<file path="src/ife_pkg.sv">
// How it works
// - unimplemented bits read zero and ignore writes
// - implemented bits clear at power-on reset; all but the event bits, which a read clears, are read/write
// - flag bank 4: high byte and bit 3 empty, low byte holds seven sources
// - a flag reads one once its source has requested, else zero
// - enable bank 0: bit 15 empty, bits 14..8 gate seven sources
// - enable bank 0: bits 7..0 gate eight sources
// - enable bank 1: bits 15..8 gate eight sources
// - enable bank 1: bits 7..0 gate sources, bit 2 empty
// - enable one passes the source request, zero blocks it
package ife_pkg;

  localparam int          IFE_AW          = 8;
  localparam int          IFE_DW          = 32;
  localparam int          IFE_RW          = 16;

  // byte offsets on the apb bus
  localparam logic [7:0]  IFE_OFF_FLAGS4  = 8'h00;
  localparam logic [7:0]  IFE_OFF_EN0     = 8'h04;
  localparam logic [7:0]  IFE_OFF_EN1     = 8'h08;
  localparam logic [7:0]  IFE_OFF_EVT     = 8'h0c;
  localparam logic [7:0]  IFE_OFF_EVTMASK = 8'h10;

  // implemented-bit masks
  localparam logic [15:0] IFE_FLAGS4_MASK = 16'h00f7;
  localparam logic [15:0] IFE_EN0_MASK    = 16'h7fff;
  localparam logic [15:0] IFE_EN1_MASK    = 16'hfffb;
  localparam logic [7:0]  IFE_EVT_MASK    = 8'hf7;

  localparam logic [15:0] IFE_RST_REG     = 16'h0000;
  localparam logic [7:0]  IFE_RST_EVT     = 8'h00;

  // flag bank 4 bit positions
  localparam int          IFE_B_PWM_FAULT_B = 0;
  localparam int          IFE_B_UART_A_ERR  = 1;
  localparam int          IFE_B_UART_B_ERR  = 2;
  localparam int          IFE_B_DMA_CH6     = 4;
  localparam int          IFE_B_DMA_CH7     = 5;
  localparam int          IFE_B_CAN_A_TX    = 6;
  localparam int          IFE_B_CAN_B_TX    = 7;

  typedef enum logic [0:0] {
    IFE_IDLE = 1'b0,
    IFE_ACK  = 1'b1
  } ife_state_e;

  // register selector
  typedef enum logic [2:0] {
    IFE_SEL_NONE    = 3'h0,
    IFE_SEL_FLAGS4  = 3'h1,
    IFE_SEL_EN0     = 3'h2,
    IFE_SEL_EN1     = 3'h3,
    IFE_SEL_EVT     = 3'h4,
    IFE_SEL_EVTMASK = 3'h5
  } ife_sel_e;

  function automatic ife_sel_e ife_decode(input logic [7:0] addr);
    case (addr)
      IFE_OFF_FLAGS4:  ife_decode = IFE_SEL_FLAGS4;
      IFE_OFF_EN0:     ife_decode = IFE_SEL_EN0;
      IFE_OFF_EN1:     ife_decode = IFE_SEL_EN1;
      IFE_OFF_EVT:     ife_decode = IFE_SEL_EVT;
      IFE_OFF_EVTMASK: ife_decode = IFE_SEL_EVTMASK;
      default:         ife_decode = IFE_SEL_NONE;
    endcase
  endfunction : ife_decode

endpackage : ife_pkg

</file>
<file path="src/ife_apb_phase.sv">
`timescale 1ns/1ps
// one wait state: setup, access with pready low, access with pready high
module ife_apb_phase
  import ife_pkg::*;
(
  // clock and reset
  input  wire logic clk_i,
  input  wire logic rst_n_i,
  // apb handshake
  input  wire logic psel_i,
  input  wire logic penable_i,
  output logic      pready_o
);

  ife_state_e state_reg;
  ife_state_e state_next;

  always_comb
  begin
    case (state_reg)
      IFE_IDLE: state_next = (psel_i && penable_i) ? IFE_ACK : IFE_IDLE;
      IFE_ACK:  state_next = IFE_IDLE;
      default:  state_next = IFE_IDLE;
    endcase
  end

  always_ff @(posedge clk_i or negedge rst_n_i)
  begin
    if (!rst_n_i)
      state_reg <= IFE_IDLE;
    else
      state_reg <= state_next;
  end

  assign pready_o = (state_reg == IFE_ACK);

  ack_one_cycle_a: assert property (@(posedge clk_i) disable iff (!rst_n_i)
    pready_o |=> !pready_o)
    else $error("pready held for more than one cycle");

endmodule : ife_apb_phase

</file>
<file path="src/ife_bank_top.sv">
// Design decisions made here: the APB interface to the registers and the register addresses.
`timescale 1ns/1ps
module ife_bank_top
  import ife_pkg::*;
(
  // clock and reset
  input  wire logic              clk_i,
  input  wire logic              rst_n_i,
  // apb slave
  input  wire logic              psel_i,
  input  wire logic              penable_i,
  input  wire logic              pwrite_i,
  input  wire logic [IFE_AW-1:0] paddr_i,
  input  wire logic [IFE_DW-1:0] pwdata_i,
  output logic      [IFE_DW-1:0] prdata_o,
  output logic                   pready_o,
  output logic                   pslverr_o,
  // peripheral requests for flag bank 4, one-cycle or level
  input  wire logic [7:0]        flag4_src_i,
  // enables of bank 4 held elsewhere
  input  wire logic [7:0]        en4_i,
  // flags of banks 0 and 1 held elsewhere
  input  wire logic [IFE_RW-1:0] flag0_i,
  input  wire logic [IFE_RW-1:0] flag1_i,
  // gated requests to the cpu priority logic
  output logic      [IFE_RW-1:0] req0_o,
  output logic      [IFE_RW-1:0] req1_o,
  output logic      [7:0]        req4_o,
  // enable bank contents
  output logic      [IFE_RW-1:0] en0_o,
  output logic      [IFE_RW-1:0] en1_o,
  // interrupt
  output logic                   irq_o
);

  logic              ready_w;
  ife_sel_e          sel_w;
  logic              sample_w;
  logic              done_w;
  logic              wr_w;
  logic [7:0]        flags4_w;
  logic [7:0]        rise_w;

  logic [IFE_DW-1:0] prdata_reg;
  logic [IFE_DW-1:0] prdata_next;
  logic              slverr_reg;
  logic              slverr_next;
  logic [IFE_RW-1:0] en0_reg;
  logic [IFE_RW-1:0] en0_next;
  logic [IFE_RW-1:0] en1_reg;
  logic [IFE_RW-1:0] en1_next;
  logic [7:0]        evt_reg;
  logic [7:0]        evt_next;
  logic [7:0]        mask_reg;
  logic [7:0]        mask_next;
  logic              irq_reg;
  logic              irq_next;
  logic [IFE_RW-1:0] req0_reg;
  logic [IFE_RW-1:0] req0_next;
  logic [IFE_RW-1:0] req1_reg;
  logic [IFE_RW-1:0] req1_next;
  logic [7:0]        req4_reg;
  logic [7:0]        req4_next;

  ife_apb_phase u_phase (
    .clk_i     (clk_i),
    .rst_n_i   (rst_n_i),
    .psel_i    (psel_i),
    .penable_i (penable_i),
    .pready_o  (ready_w)
  );

  assign sel_w    = ife_decode(paddr_i);
  // read data is captured in the wait cycle so that it leaves a flop
  assign sample_w = psel_i && penable_i && !ready_w;
  assign done_w   = psel_i && penable_i && ready_w;
  assign wr_w     = done_w && pwrite_i;

  genvar gi;
  generate
    for (gi = 0; gi < 8; gi++)
    begin : g_flag
      if (IFE_FLAGS4_MASK[gi])
      begin : g_impl
        ife_flag_cell u_cell (
          .clk_i   (clk_i),
          .rst_n_i (rst_n_i),
          .set_i   (flag4_src_i[gi]),
          .wr_i    (wr_w && (sel_w == IFE_SEL_FLAGS4)),
          .wdata_i (pwdata_i[gi]),
          .flag_o  (flags4_w[gi]),
          .rise_o  (rise_w[gi])
        );

        flag_keep_a: assert property (@(posedge clk_i) disable iff (!rst_n_i)
          (!flag4_src_i[gi] && !(wr_w && sel_w == IFE_SEL_FLAGS4)) |=> $stable(flags4_w[gi]))
          else $error("flag changed with no set and no write");

        flag_store_a: assert property (@(posedge clk_i) disable iff (!rst_n_i)
          (wr_w && sel_w == IFE_SEL_FLAGS4 && !flag4_src_i[gi]) |=> flags4_w[gi] == $past(pwdata_i[gi]))
          else $error("flag write not stored");
      end
      else
      begin : g_unimpl
        assign flags4_w[gi] = 1'b0;
        assign rise_w[gi]   = 1'b0;
      end
    end
  endgenerate

  always_comb
  begin
    prdata_next = prdata_reg;
    // the error flag stands only in the cycle in which pready is high
    slverr_next = 1'b0;
    if (sample_w)
    begin
      slverr_next = (sel_w == IFE_SEL_NONE);
      case (sel_w)
        IFE_SEL_FLAGS4:  prdata_next = {24'h000000, flags4_w};
        IFE_SEL_EN0:     prdata_next = {16'h0000, en0_reg};
        IFE_SEL_EN1:     prdata_next = {16'h0000, en1_reg};
        IFE_SEL_EVT:     prdata_next = {24'h000000, evt_reg};
        IFE_SEL_EVTMASK: prdata_next = {24'h000000, mask_reg};
        default:         prdata_next = 32'h00000000;
      endcase
    end
  end

  always_comb
  begin
    en0_next  = en0_reg;
    en1_next  = en1_reg;
    mask_next = mask_reg;
    if (wr_w && sel_w == IFE_SEL_EN0)
      en0_next = pwdata_i[15:0] & IFE_EN0_MASK;
    if (wr_w && sel_w == IFE_SEL_EN1)
      en1_next = pwdata_i[15:0] & IFE_EN1_MASK;
    if (wr_w && sel_w == IFE_SEL_EVTMASK)
      mask_next = pwdata_i[7:0] & IFE_EVT_MASK;
    // only bits the reader saw are cleared; new arrivals survive
    evt_next = evt_reg;
    if (done_w && !pwrite_i && sel_w == IFE_SEL_EVT)
      evt_next = evt_reg & ~prdata_reg[7:0];
    evt_next  = evt_next | rise_w;
    irq_next  = |(evt_next & mask_next);
    req0_next = flag0_i & en0_reg;
    req1_next = flag1_i & en1_reg;
    req4_next = flags4_w & en4_i;
  end

  always_ff @(posedge clk_i or negedge rst_n_i)
  begin
    if (!rst_n_i)
    begin
      prdata_reg <= 32'h00000000;
      slverr_reg <= 1'b0;
      en0_reg    <= IFE_RST_REG;
      en1_reg    <= IFE_RST_REG;
      evt_reg    <= IFE_RST_EVT;
      mask_reg   <= IFE_RST_EVT;
      irq_reg    <= 1'b0;
      req0_reg   <= IFE_RST_REG;
      req1_reg   <= IFE_RST_REG;
      req4_reg   <= IFE_RST_EVT;
    end
    else
    begin
      prdata_reg <= prdata_next;
      slverr_reg <= slverr_next;
      en0_reg    <= en0_next;
      en1_reg    <= en1_next;
      evt_reg    <= evt_next;
      mask_reg   <= mask_next;
      irq_reg    <= irq_next;
      req0_reg   <= req0_next;
      req1_reg   <= req1_next;
      req4_reg   <= req4_next;
    end
  end

  assign prdata_o  = prdata_reg;
  assign pready_o  = ready_w;
  assign pslverr_o = slverr_reg;
  assign en0_o     = en0_reg;
  assign en1_o     = en1_reg;
  assign irq_o     = irq_reg;
  assign req0_o    = req0_reg;
  assign req1_o    = req1_reg;
  assign req4_o    = req4_reg;

  unimp_read_a: assert property (@(posedge clk_i) disable iff (!rst_n_i)
    (pready_o && !pwrite_i && sel_w == IFE_SEL_FLAGS4) |-> prdata_o[31:8] == 24'h000000 && !prdata_o[3])
    else $error("unimplemented flag bits read non-zero");

  en0_write_a: assert property (@(posedge clk_i) disable iff (!rst_n_i)
    (wr_w && sel_w == IFE_SEL_EN0) |=> en0_o == ($past(pwdata_i[15:0]) & 16'h7fff))
    else $error("enable bank 0 write not stored");

  flag_gap_a: assert property (@(posedge clk_i) disable iff (!rst_n_i)
    flags4_w[3] == 1'b0)
    else $error("flag bit 3 set");

  flag_set_a: assert property (@(posedge clk_i) disable iff (!rst_n_i)
    flag4_src_i[IFE_B_CAN_B_TX] |=> ##1 flags4_w[IFE_B_CAN_B_TX] || $past(wr_w))
    else $error("flag not set by its source");

  en0_top_a: assert property (@(posedge clk_i) disable iff (!rst_n_i)
    !en0_o[15])
    else $error("enable bank 0 bit 15 set");

  en1_gap_a: assert property (@(posedge clk_i) disable iff (!rst_n_i)
    !en1_o[2])
    else $error("enable bank 1 bit 2 set");

  req_gate_a: assert property (@(posedge clk_i) disable iff (!rst_n_i)
    req1_o == ($past(flag1_i) & $past(en1_o)))
    else $error("bank 1 request not gated by enable");

  req4_gate_a: assert property (@(posedge clk_i) disable iff (!rst_n_i)
    (flag4_src_i[0] && !en4_i[0]) ##1 !en4_i[0] |=> !req4_o[0])
    else $error("disabled source forwarded");

  irq_level_a: assert property (@(posedge clk_i) disable iff (!rst_n_i)
    $rose(evt_reg[0]) && mask_reg[0] |-> irq_o)
    else $error("unmasked event did not raise irq");

  // checks below watch the enable banks, the bus answer and the event path
  en1_write_a: assert property (@(posedge clk_i) disable iff (!rst_n_i)
    (wr_w && sel_w == IFE_SEL_EN1) |=> en1_o == ($past(pwdata_i[15:0]) & 16'hfffb))
    else $error("enable bank 1 write not stored");

  en0_keep_a: assert property (@(posedge clk_i) disable iff (!rst_n_i)
    !(wr_w && sel_w == IFE_SEL_EN0) |=> $stable(en0_o))
    else $error("enable bank 0 changed without a write");

  en1_keep_a: assert property (@(posedge clk_i) disable iff (!rst_n_i)
    !(wr_w && sel_w == IFE_SEL_EN1) |=> $stable(en1_o))
    else $error("enable bank 1 changed without a write");

  en0_read_a: assert property (@(posedge clk_i) disable iff (!rst_n_i)
    (pready_o && !pwrite_i && sel_w == IFE_SEL_EN0) |-> prdata_o[31:15] == 17'h00000)
    else $error("enable bank 0 empty bits read non-zero");

  en1_read_a: assert property (@(posedge clk_i) disable iff (!rst_n_i)
    (pready_o && !pwrite_i && sel_w == IFE_SEL_EN1) |-> prdata_o[31:16] == 16'h0000 && !prdata_o[2])
    else $error("enable bank 1 empty bits read non-zero");

  req0_gate_a: assert property (@(posedge clk_i) disable iff (!rst_n_i)
    req0_o == ($past(flag0_i) & $past(en0_o)))
    else $error("bank 0 request not gated by enable");

  req0_top_a: assert property (@(posedge clk_i) disable iff (!rst_n_i)
    !req0_o[15])
    else $error("bank 0 request on empty bit 15");

  req1_gap_a: assert property (@(posedge clk_i) disable iff (!rst_n_i)
    !req1_o[2])
    else $error("bank 1 request on empty bit 2");

  req4_pass_a: assert property (@(posedge clk_i) disable iff (!rst_n_i)
    (flags4_w[IFE_B_CAN_B_TX] && en4_i[IFE_B_CAN_B_TX]) |=> req4_o[IFE_B_CAN_B_TX])
    else $error("enabled flagged source not forwarded");

  irq_match_a: assert property (@(posedge clk_i) disable iff (!rst_n_i)
    irq_o == |(evt_reg & mask_reg))
    else $error("irq level disagrees with masked events");

  evt_set_a: assert property (@(posedge clk_i) disable iff (!rst_n_i)
    rise_w[IFE_B_PWM_FAULT_B] |=> evt_reg[IFE_B_PWM_FAULT_B])
    else $error("event bit not set by a new flag");

  evt_clear_a: assert property (@(posedge clk_i) disable iff (!rst_n_i)
    (done_w && !pwrite_i && sel_w == IFE_SEL_EVT && rise_w == 8'h00) |=> (evt_reg & $past(prdata_o[7:0])) == 8'h00)
    else $error("event bits read but not cleared");

  evt_gap_a: assert property (@(posedge clk_i) disable iff (!rst_n_i)
    !evt_reg[3] && !mask_reg[3])
    else $error("event or mask bit 3 set");

  mask_write_a: assert property (@(posedge clk_i) disable iff (!rst_n_i)
    (wr_w && sel_w == IFE_SEL_EVTMASK) |=> mask_reg == ($past(pwdata_i[7:0]) & 8'hf7))
    else $error("event mask write not stored");

  unmapped_ignore_a: assert property (@(posedge clk_i) disable iff (!rst_n_i)
    (wr_w && sel_w == IFE_SEL_NONE) |=> $stable(en0_o) && $stable(en1_o) && $stable(mask_reg))
    else $error("write to an unmapped address changed a register");

  slverr_ready_a: assert property (@(posedge clk_i) disable iff (!rst_n_i)
    pslverr_o |-> pready_o)
    else $error("slave error outside the ready cycle");

  slverr_map_a: assert property (@(posedge clk_i) disable iff (!rst_n_i)
    (pready_o && sel_w == IFE_SEL_NONE) |-> pslverr_o)
    else $error("unmapped access answered without error");

  rdata_keep_a: assert property (@(posedge clk_i) disable iff (!rst_n_i)
    !sample_w |=> $stable(prdata_o))
    else $error("read data changed without a read");

  ready_after_access_a: assert property (@(posedge clk_i) disable iff (!rst_n_i)
    pready_o |-> $past(penable_i))
    else $error("pready without a preceding access cycle");

endmodule : ife_bank_top

</file>
<file path="src/ife_flag_cell.sv">
`timescale 1ns/1ps
module ife_flag_cell
  import ife_pkg::*;
(
  // clock and reset
  input  wire logic clk_i,
  input  wire logic rst_n_i,
  // hardware set and software write
  input  wire logic set_i,
  input  wire logic wr_i,
  input  wire logic wdata_i,
  // state
  output logic      flag_o,
  output logic      rise_o
);

  logic flag_reg;
  logic flag_next;

  always_comb
  begin
    flag_next = wr_i ? wdata_i : flag_reg;
    if (set_i)
      flag_next = 1'b1;
  end

  always_ff @(posedge clk_i or negedge rst_n_i)
  begin
    if (!rst_n_i)
      flag_reg <= 1'b0;
    else
      flag_reg <= flag_next;
  end

  assign flag_o = flag_reg;
  assign rise_o = set_i && !flag_reg;

  set_wins_a: assert property (@(posedge clk_i) disable iff (!rst_n_i)
    (set_i && wr_i && !wdata_i) |=> flag_o)
    else $error("software clear beat hardware set");

endmodule : ife_flag_cell

</file>
<file path="config.mk">
export PLATFORM = sky130hd
export DESIGN_NAME = ife_bank_top
export DESIGN_NICKNAME = d
export VERILOG_FILES = /design/src/ife_pkg.sv /design/src/ife_apb_phase.sv /design/src/ife_bank_top.sv /design/src/ife_flag_cell.sv
export SDC_FILE = /design/constraint.sdc
export NUM_CORES = 1
export LEC_CHECK = 0
export BUFFER_PORTS_ARGS = -buffer_cell sky130_fd_sc_hd__buf_2
export CAP_MARGIN = 20
export CORE_UTILIZATION = 48
export DETAILED_ROUTE_END_ITERATION = 12
export GPL_TIMING_DRIVEN = 0
export PLACE_DENSITY = 0.8
export SYNTH_ARGS = -nofsm -noshare
export SYNTH_HDL_FRONTEND = slang
export SYNTH_HIERARCHICAL = 1
export SYNTH_SLANG_ARGS = --single-unit
</file>
<file path="constraint.sdc">
create_clock -name clk_i -period 2.9 [get_ports clk_i]
set_clock_uncertainty 0.05 [all_clocks]
set_input_delay 0.29 -clock clk_i [delete_from_list [all_inputs] [get_ports clk_i]]
set_output_delay 0.29 -clock clk_i [all_outputs]
set_load 0.02 [all_outputs]
</file>
# After elaboration in Yosys (flattened, before gate mapping)
# Index checks and enable logic that the tools add are counted.
# W data, S select, Z words.
# op_classes
eq_ne	9
reduce_logical	36
muxes	21
bitwise_logic	8
# ops
operator	count
$pmux W16 S5	1
$and A8 B8 Y8	3
$logic_and A1 B1 Y1	17
$and A16 B15 Y16	1
$and A16 B16 Y16	1
$eq A8 B4 Y1 const B	2
$mux W1	16
$mux W8	2
$pmux W3 S5	1
$reduce_bool A2 Y1	7
$logic_not A1 Y1	9
$eq A8 B3 Y1 const B	1
$eq A8 B5 Y1 const B	1
$logic_not A8 Y1	1
$not A8 Y8	1
$or A8 B8 Y8	1
$reduce_or A8 Y1	1
$eq A3 B2 Y1 const B	2
$eq A3 B3 Y1 const B	2
$eq A3 B1 Y1 const B	1
$logic_not A3 Y1	1
$pmux W1 S2	1
$not A1 Y1	1
# word_totals
wordCells	92
in_bits	93
regBits	128
output_inout_bits	107

# Longest topological paths before layout
# logic_depth
depth_word	8
depth_mapped	8
depth_no_buf	6

# By module
# The synthesis kept the hierarchy.
# by_module_without_submodules
mod	instances	cells_each	area_per_inst_um2	seq_area_each_um2
ife_bank_top	1	351	4394.2	2527.4
ife_flag_cell	7	4	48.8	25.0
ife_apb_phase	1	2	33.8	25.0

# Worst setup path before layout
# Ideal clock, no wire load.
# synth_path
path_kind	reg2reg
from	register u_phase.state_reg (netlist: u_phase/pready_o)
to	register g_flag[0].g_impl.u_cell.flag_reg
path_buffers	0
setup_ns	0.124
t_arrival_ns	2.202
path_slack_ns	0.524
period_less_slack_ns	2.376
path_stages_with_launch	5
t_required_ns	2.726
cell_sequence	dfrtp_1 > nand4_1 > nor4_1 > nor2b_1 > a211o_1
# synth_between
elab_chain_len	4
# synth_rtl
item	line	text
start, declared	ife_apb_phase.sv:15	ife_state_e state_reg;
start signal, assigned	ife_apb_phase.sv:32	state_reg <= state_next;
$logic_and A1 B1 Y1	ife_bank_top.sv:76	assign done_w = psel_i && penable_i && ready_w;
$logic_and A1 B1 Y1	ife_bank_top.sv:77	assign wr_w = done_w && pwrite_i;
$logic_and A1 B1 Y1	ife_bank_top.sv:89	.wr_i (wr_w && (sel_w == IFE_SEL_FLAGS4)),
$reduce_bool A2 Y1 (no line)	--	
end signal, assigned	ife_flag_cell.sv:32	flag_reg <= flag_next;
end, declared	ife_flag_cell.sv:17	logic flag_reg;
# No other way between the ends.
# A chain may end at the register's enable or synchronous reset.

# Worst setup path in the final report
# layout_path
from	register u_phase.state_reg (netlist: u_phase/pready_o)
to	register irq_reg (netlist: irq_o)
# layout_between
elab_chain_len	7
elab_cells_between_ends	10
classes_between	mux (2); bitwise (2); reduce/logical (6)
# layout_rtl
item	line	text
$logic_and A1 B1 Y1 *	ife_bank_top.sv:76	
$logic_and A1 B1 Y1 (2 in series)	ife_bank_top.sv:143	if (done_w && !pwrite_i && sel_w == IFE_SEL_EVT)
$mux W8	ife_bank_top.sv:143	
$or A8 B8 Y8	ife_bank_top.sv:145	evt_next = evt_next | rise_w;
$and A8 B8 Y8 *	ife_bank_top.sv:146	irq_next = |(evt_next & mask_next);
$reduce_or A8 Y1 *	ife_bank_top.sv:146	
net irq_next	ife_bank_top.sv:57	logic irq_next;
end signal, assigned	ife_bank_top.sv:175	irq_reg <= irq_next;
end, declared	ife_bank_top.sv:56	logic irq_reg;
# Mark *: on every way through the listed nets, which the timed path passes. The rest lies on a longest branch.

==> out/results.ini <==
[detailed_routing]
vias_per_cell=5.096
first_pass_iters=5
vias=3623
ant_nets=0
totalWireLength_um=11710
drcViolationCount=0
post_drt_wl_per_cell_um=16.47
first_iter_violations=192

[clock_network]
clk_pin_slew_ns=0.12
clk_path_buf_depth=2
cts_htree_levels=3
clk_latency_ns=0.40
cts_setup_buffers=0
cts_tree=yes
cts_buffers=9
root_buffer=clkbuf_8
cts_sinks=109

[floorplan]
initial_core_util_pct=49.25
fp.coreArea_um2=9684
fp-row-count=36
ios=200
die_w_um=101.7
dieArea_um2=10340
fp.dieH_um=101.7

[layout]
finalInstanceArea_um2=6048
layout-drive-gt1-share_pct=46.37
largest_reg_flops=16
nNetsFinal=666
syn_to_final_growth_pct=26.81
antennaDiodeCount=0
fin_util_pct=62.45

[critical_path]
cp.arrival_ns=2.39
path_class=reg2reg
slowest_delay_ns=0.42
cp_cell_sequence=and3_1, and4_1, buf_2, a21boi_0, o21ai_0, o211ai_2, a21o_1
critPathLaunchType=register
critPathMaxFanout=10
cp_slowest_cell=dfrtp_1
critical_path_required_ns=3.13
endpoint_kind=register

[global_routing]
grt_max_degree=67
gr-usage-all-layers_pct=23.00
grt_pass1_wl_um=17490
grt_antenna_before_repair=0
grt_pass1_vias=3426
grt-ovfl-total=0

[timing]
fin_crit_ns=2.160
period_share_pct=74.47
drv_slew=0
finalSetupViolCount=0
fmax_mhz=463.1
rsz0062_at_grt=false
worst_pin_slew_ns=0.8380
hold_violations=0
relSlewSlack_pct=43.67
setup_tns_ns=0
holdWs_ns=0.04143

[synth]
synthArstFlopShare_pct=100.0
dominantRegCellSynth=dfrtp_1
seq_area_frac_synth_pct=57.19
synth-edff-count=0
synth_warnings=6
syn-instance-count=381
syn_area_um2=4770
synth.ff_latch_count=109
yosysUniqueCellTypes=43
syn_area_per_cell_um2=12.52

[power_and_ir_drop]
power_density_nw_per_um2=443.9
ir_worst_vdd_v=0.0002877
p_leak_nw=3.278

[flow_run]
cap_violations=0

[outcome]
outcome=completed

[placement]
numPortBuffers=158
placed_area_um2=5849
dpl.hpwl_um=8610
gp_congestion=0.9160

[min_path]
hp-class=in2reg

==> kinds of logic (layout without fill, tap and decap cells) <==
logic type / count (synthesis) / count (layout) / synth area share [%]
AOI/OAI and AO/OA: 82 / 82 / 10.97
DFF: 109 / 109 / 57.19
muxes: 40 / 40 / 11.31
other: 1 / 21 / 0.07862
buffers and inverters: 35 / 212 / 4.984
and+or+nand+nor: 114 / 114 / 15.48
==> worst max-delay path: cells and delay by family, from the launching register on <==
| kind | cells | cell delay, ns |
|---|---|---|
| simple gates | 2 | 0.53 |
| buf+inv | 1 | 0.26 |
| flops | 1 | 0.42 |
| compound gates | 4 | 0.80 |
==> worst paths after layout <==
check / slack (ns) / from / endpoint / cells past startpoint
worst min-delay path: 0.04 / flag0_i[9] / req0_o[9]$_DFF_PN0_ / 2
worst min register to register: 0.44 / prdata_o[13]$_DFFE_PN0P_ / prdata_o[13]$_DFFE_PN0P_ / 2
max in group asynchronous: 1.71 / rst_n_i / prdata_o[14]$_DFFE_PN0P_ / 3
worst max register to register: 0.74 / u_phase/pready_o$_DFF_PN0_ / irq_o$_DFF_PN0_ / 7
min in group asynchronous: 0.37 / rst_n_i / req4_o[2]$_DFF_PN0_ / 2
worst max-delay path: 0.74 / u_phase/pready_o$_DFF_PN0_ / irq_o$_DFF_PN0_ / 7
==> metal layers <==
layer | vias up | GRT usage (%) | share of wire [%]
met1 | 1757 | 30.12 | 42
met3 | 14 | 6.556 | 9.2
met5 | - | 0 | 0
met4 | 0 | 8.807 | 1.5
li1 | 1679 | - | -
met2 | 173 | 36.28 | 48
==> power breakdown <==
group	switching (mW)	internal, mW	total, mW	leakage (nW)
logic	0.139	0.0950	0.234	1.75
registers	0.0101	1.54	1.55	1.44
clock network	0.570	0.334	0.904	0.0943
total	0.719	1.97	2.68	3.28
==> through the flow <==
step           power [mW]  instances  worst slack [ns]
3_3_place_gp        1.799        692           -0.7139
2_1_floorplan       1.686        401            0.5240
4_1_cts             2.698        711            0.7187
6_report            2.685        711            0.7405
3_5_place_dp        1.810        694            0.4621
5_1_grt             2.787        711            0.5891
==> cells in the mapped netlist (6+ instances only) <==
cell type / instances / share of area (%)
and2b_2: 8 / 1.5
nor2_1: 11 / 0.87
nor2b_1: 10 / 1.3
o21ai_0: 30 / 3.1
nand2_1: 21 / 1.7
and2_1: 38 / 5.0
a21oi_1: 12 / 1.3
a22oi_1: 18 / 2.8
a211o_1: 7 / 1.3
mux2_4: 21 / 6.6
dfrtp_1: 109 / 57
a21boi_0: 6 / 0.94
mux2_2: 17 / 4.0
buf_4: 21 / 3.3
==> area by class of cell <==
cell class / instances / area, µm²
timing repair buffer: 161 / 842.1
sequential: 109 / 2728
inverter: 3 / 11.26
clock buffer: 9 / 123.9
tap: 133 / 166.4
fill: 778 / 3636
clock inverter: 7 / 65.06
buffer: 32 / 226.5
multi-input combinational: 257 / 1886
==> what timing repair did <==
action / CTS / global route
hold buffers: 1 / 0
hold endpoints to repair: 43 / 0
resized for setup: 0 / 0
==> placed cells by master, fill, tap and decap left out, types with 7 or more instances in the layout <==
cell type | Yosys | final
a211o_1 | 7 | 7
a21oi_1 | 12 | 12
nor2_1 | 11 | 11
buf_2 | 4 | 161
nor2b_1 | 10 | 10
and2b_2 | 8 | 8
o21ai_0 | 30 | 30
conb_1 | 1 | 21
nand2_1 | 21 | 21
buf_4 | 21 | 22
a22oi_1 | 18 | 18
and2_1 | 38 | 38
mux2_4 | 21 | 21
clkbuf_8 | 0 | 9
dfrtp_1 | 109 | 109
mux2_2 | 17 | 17
Note: power is estimated with default switching activity, not from simulation.
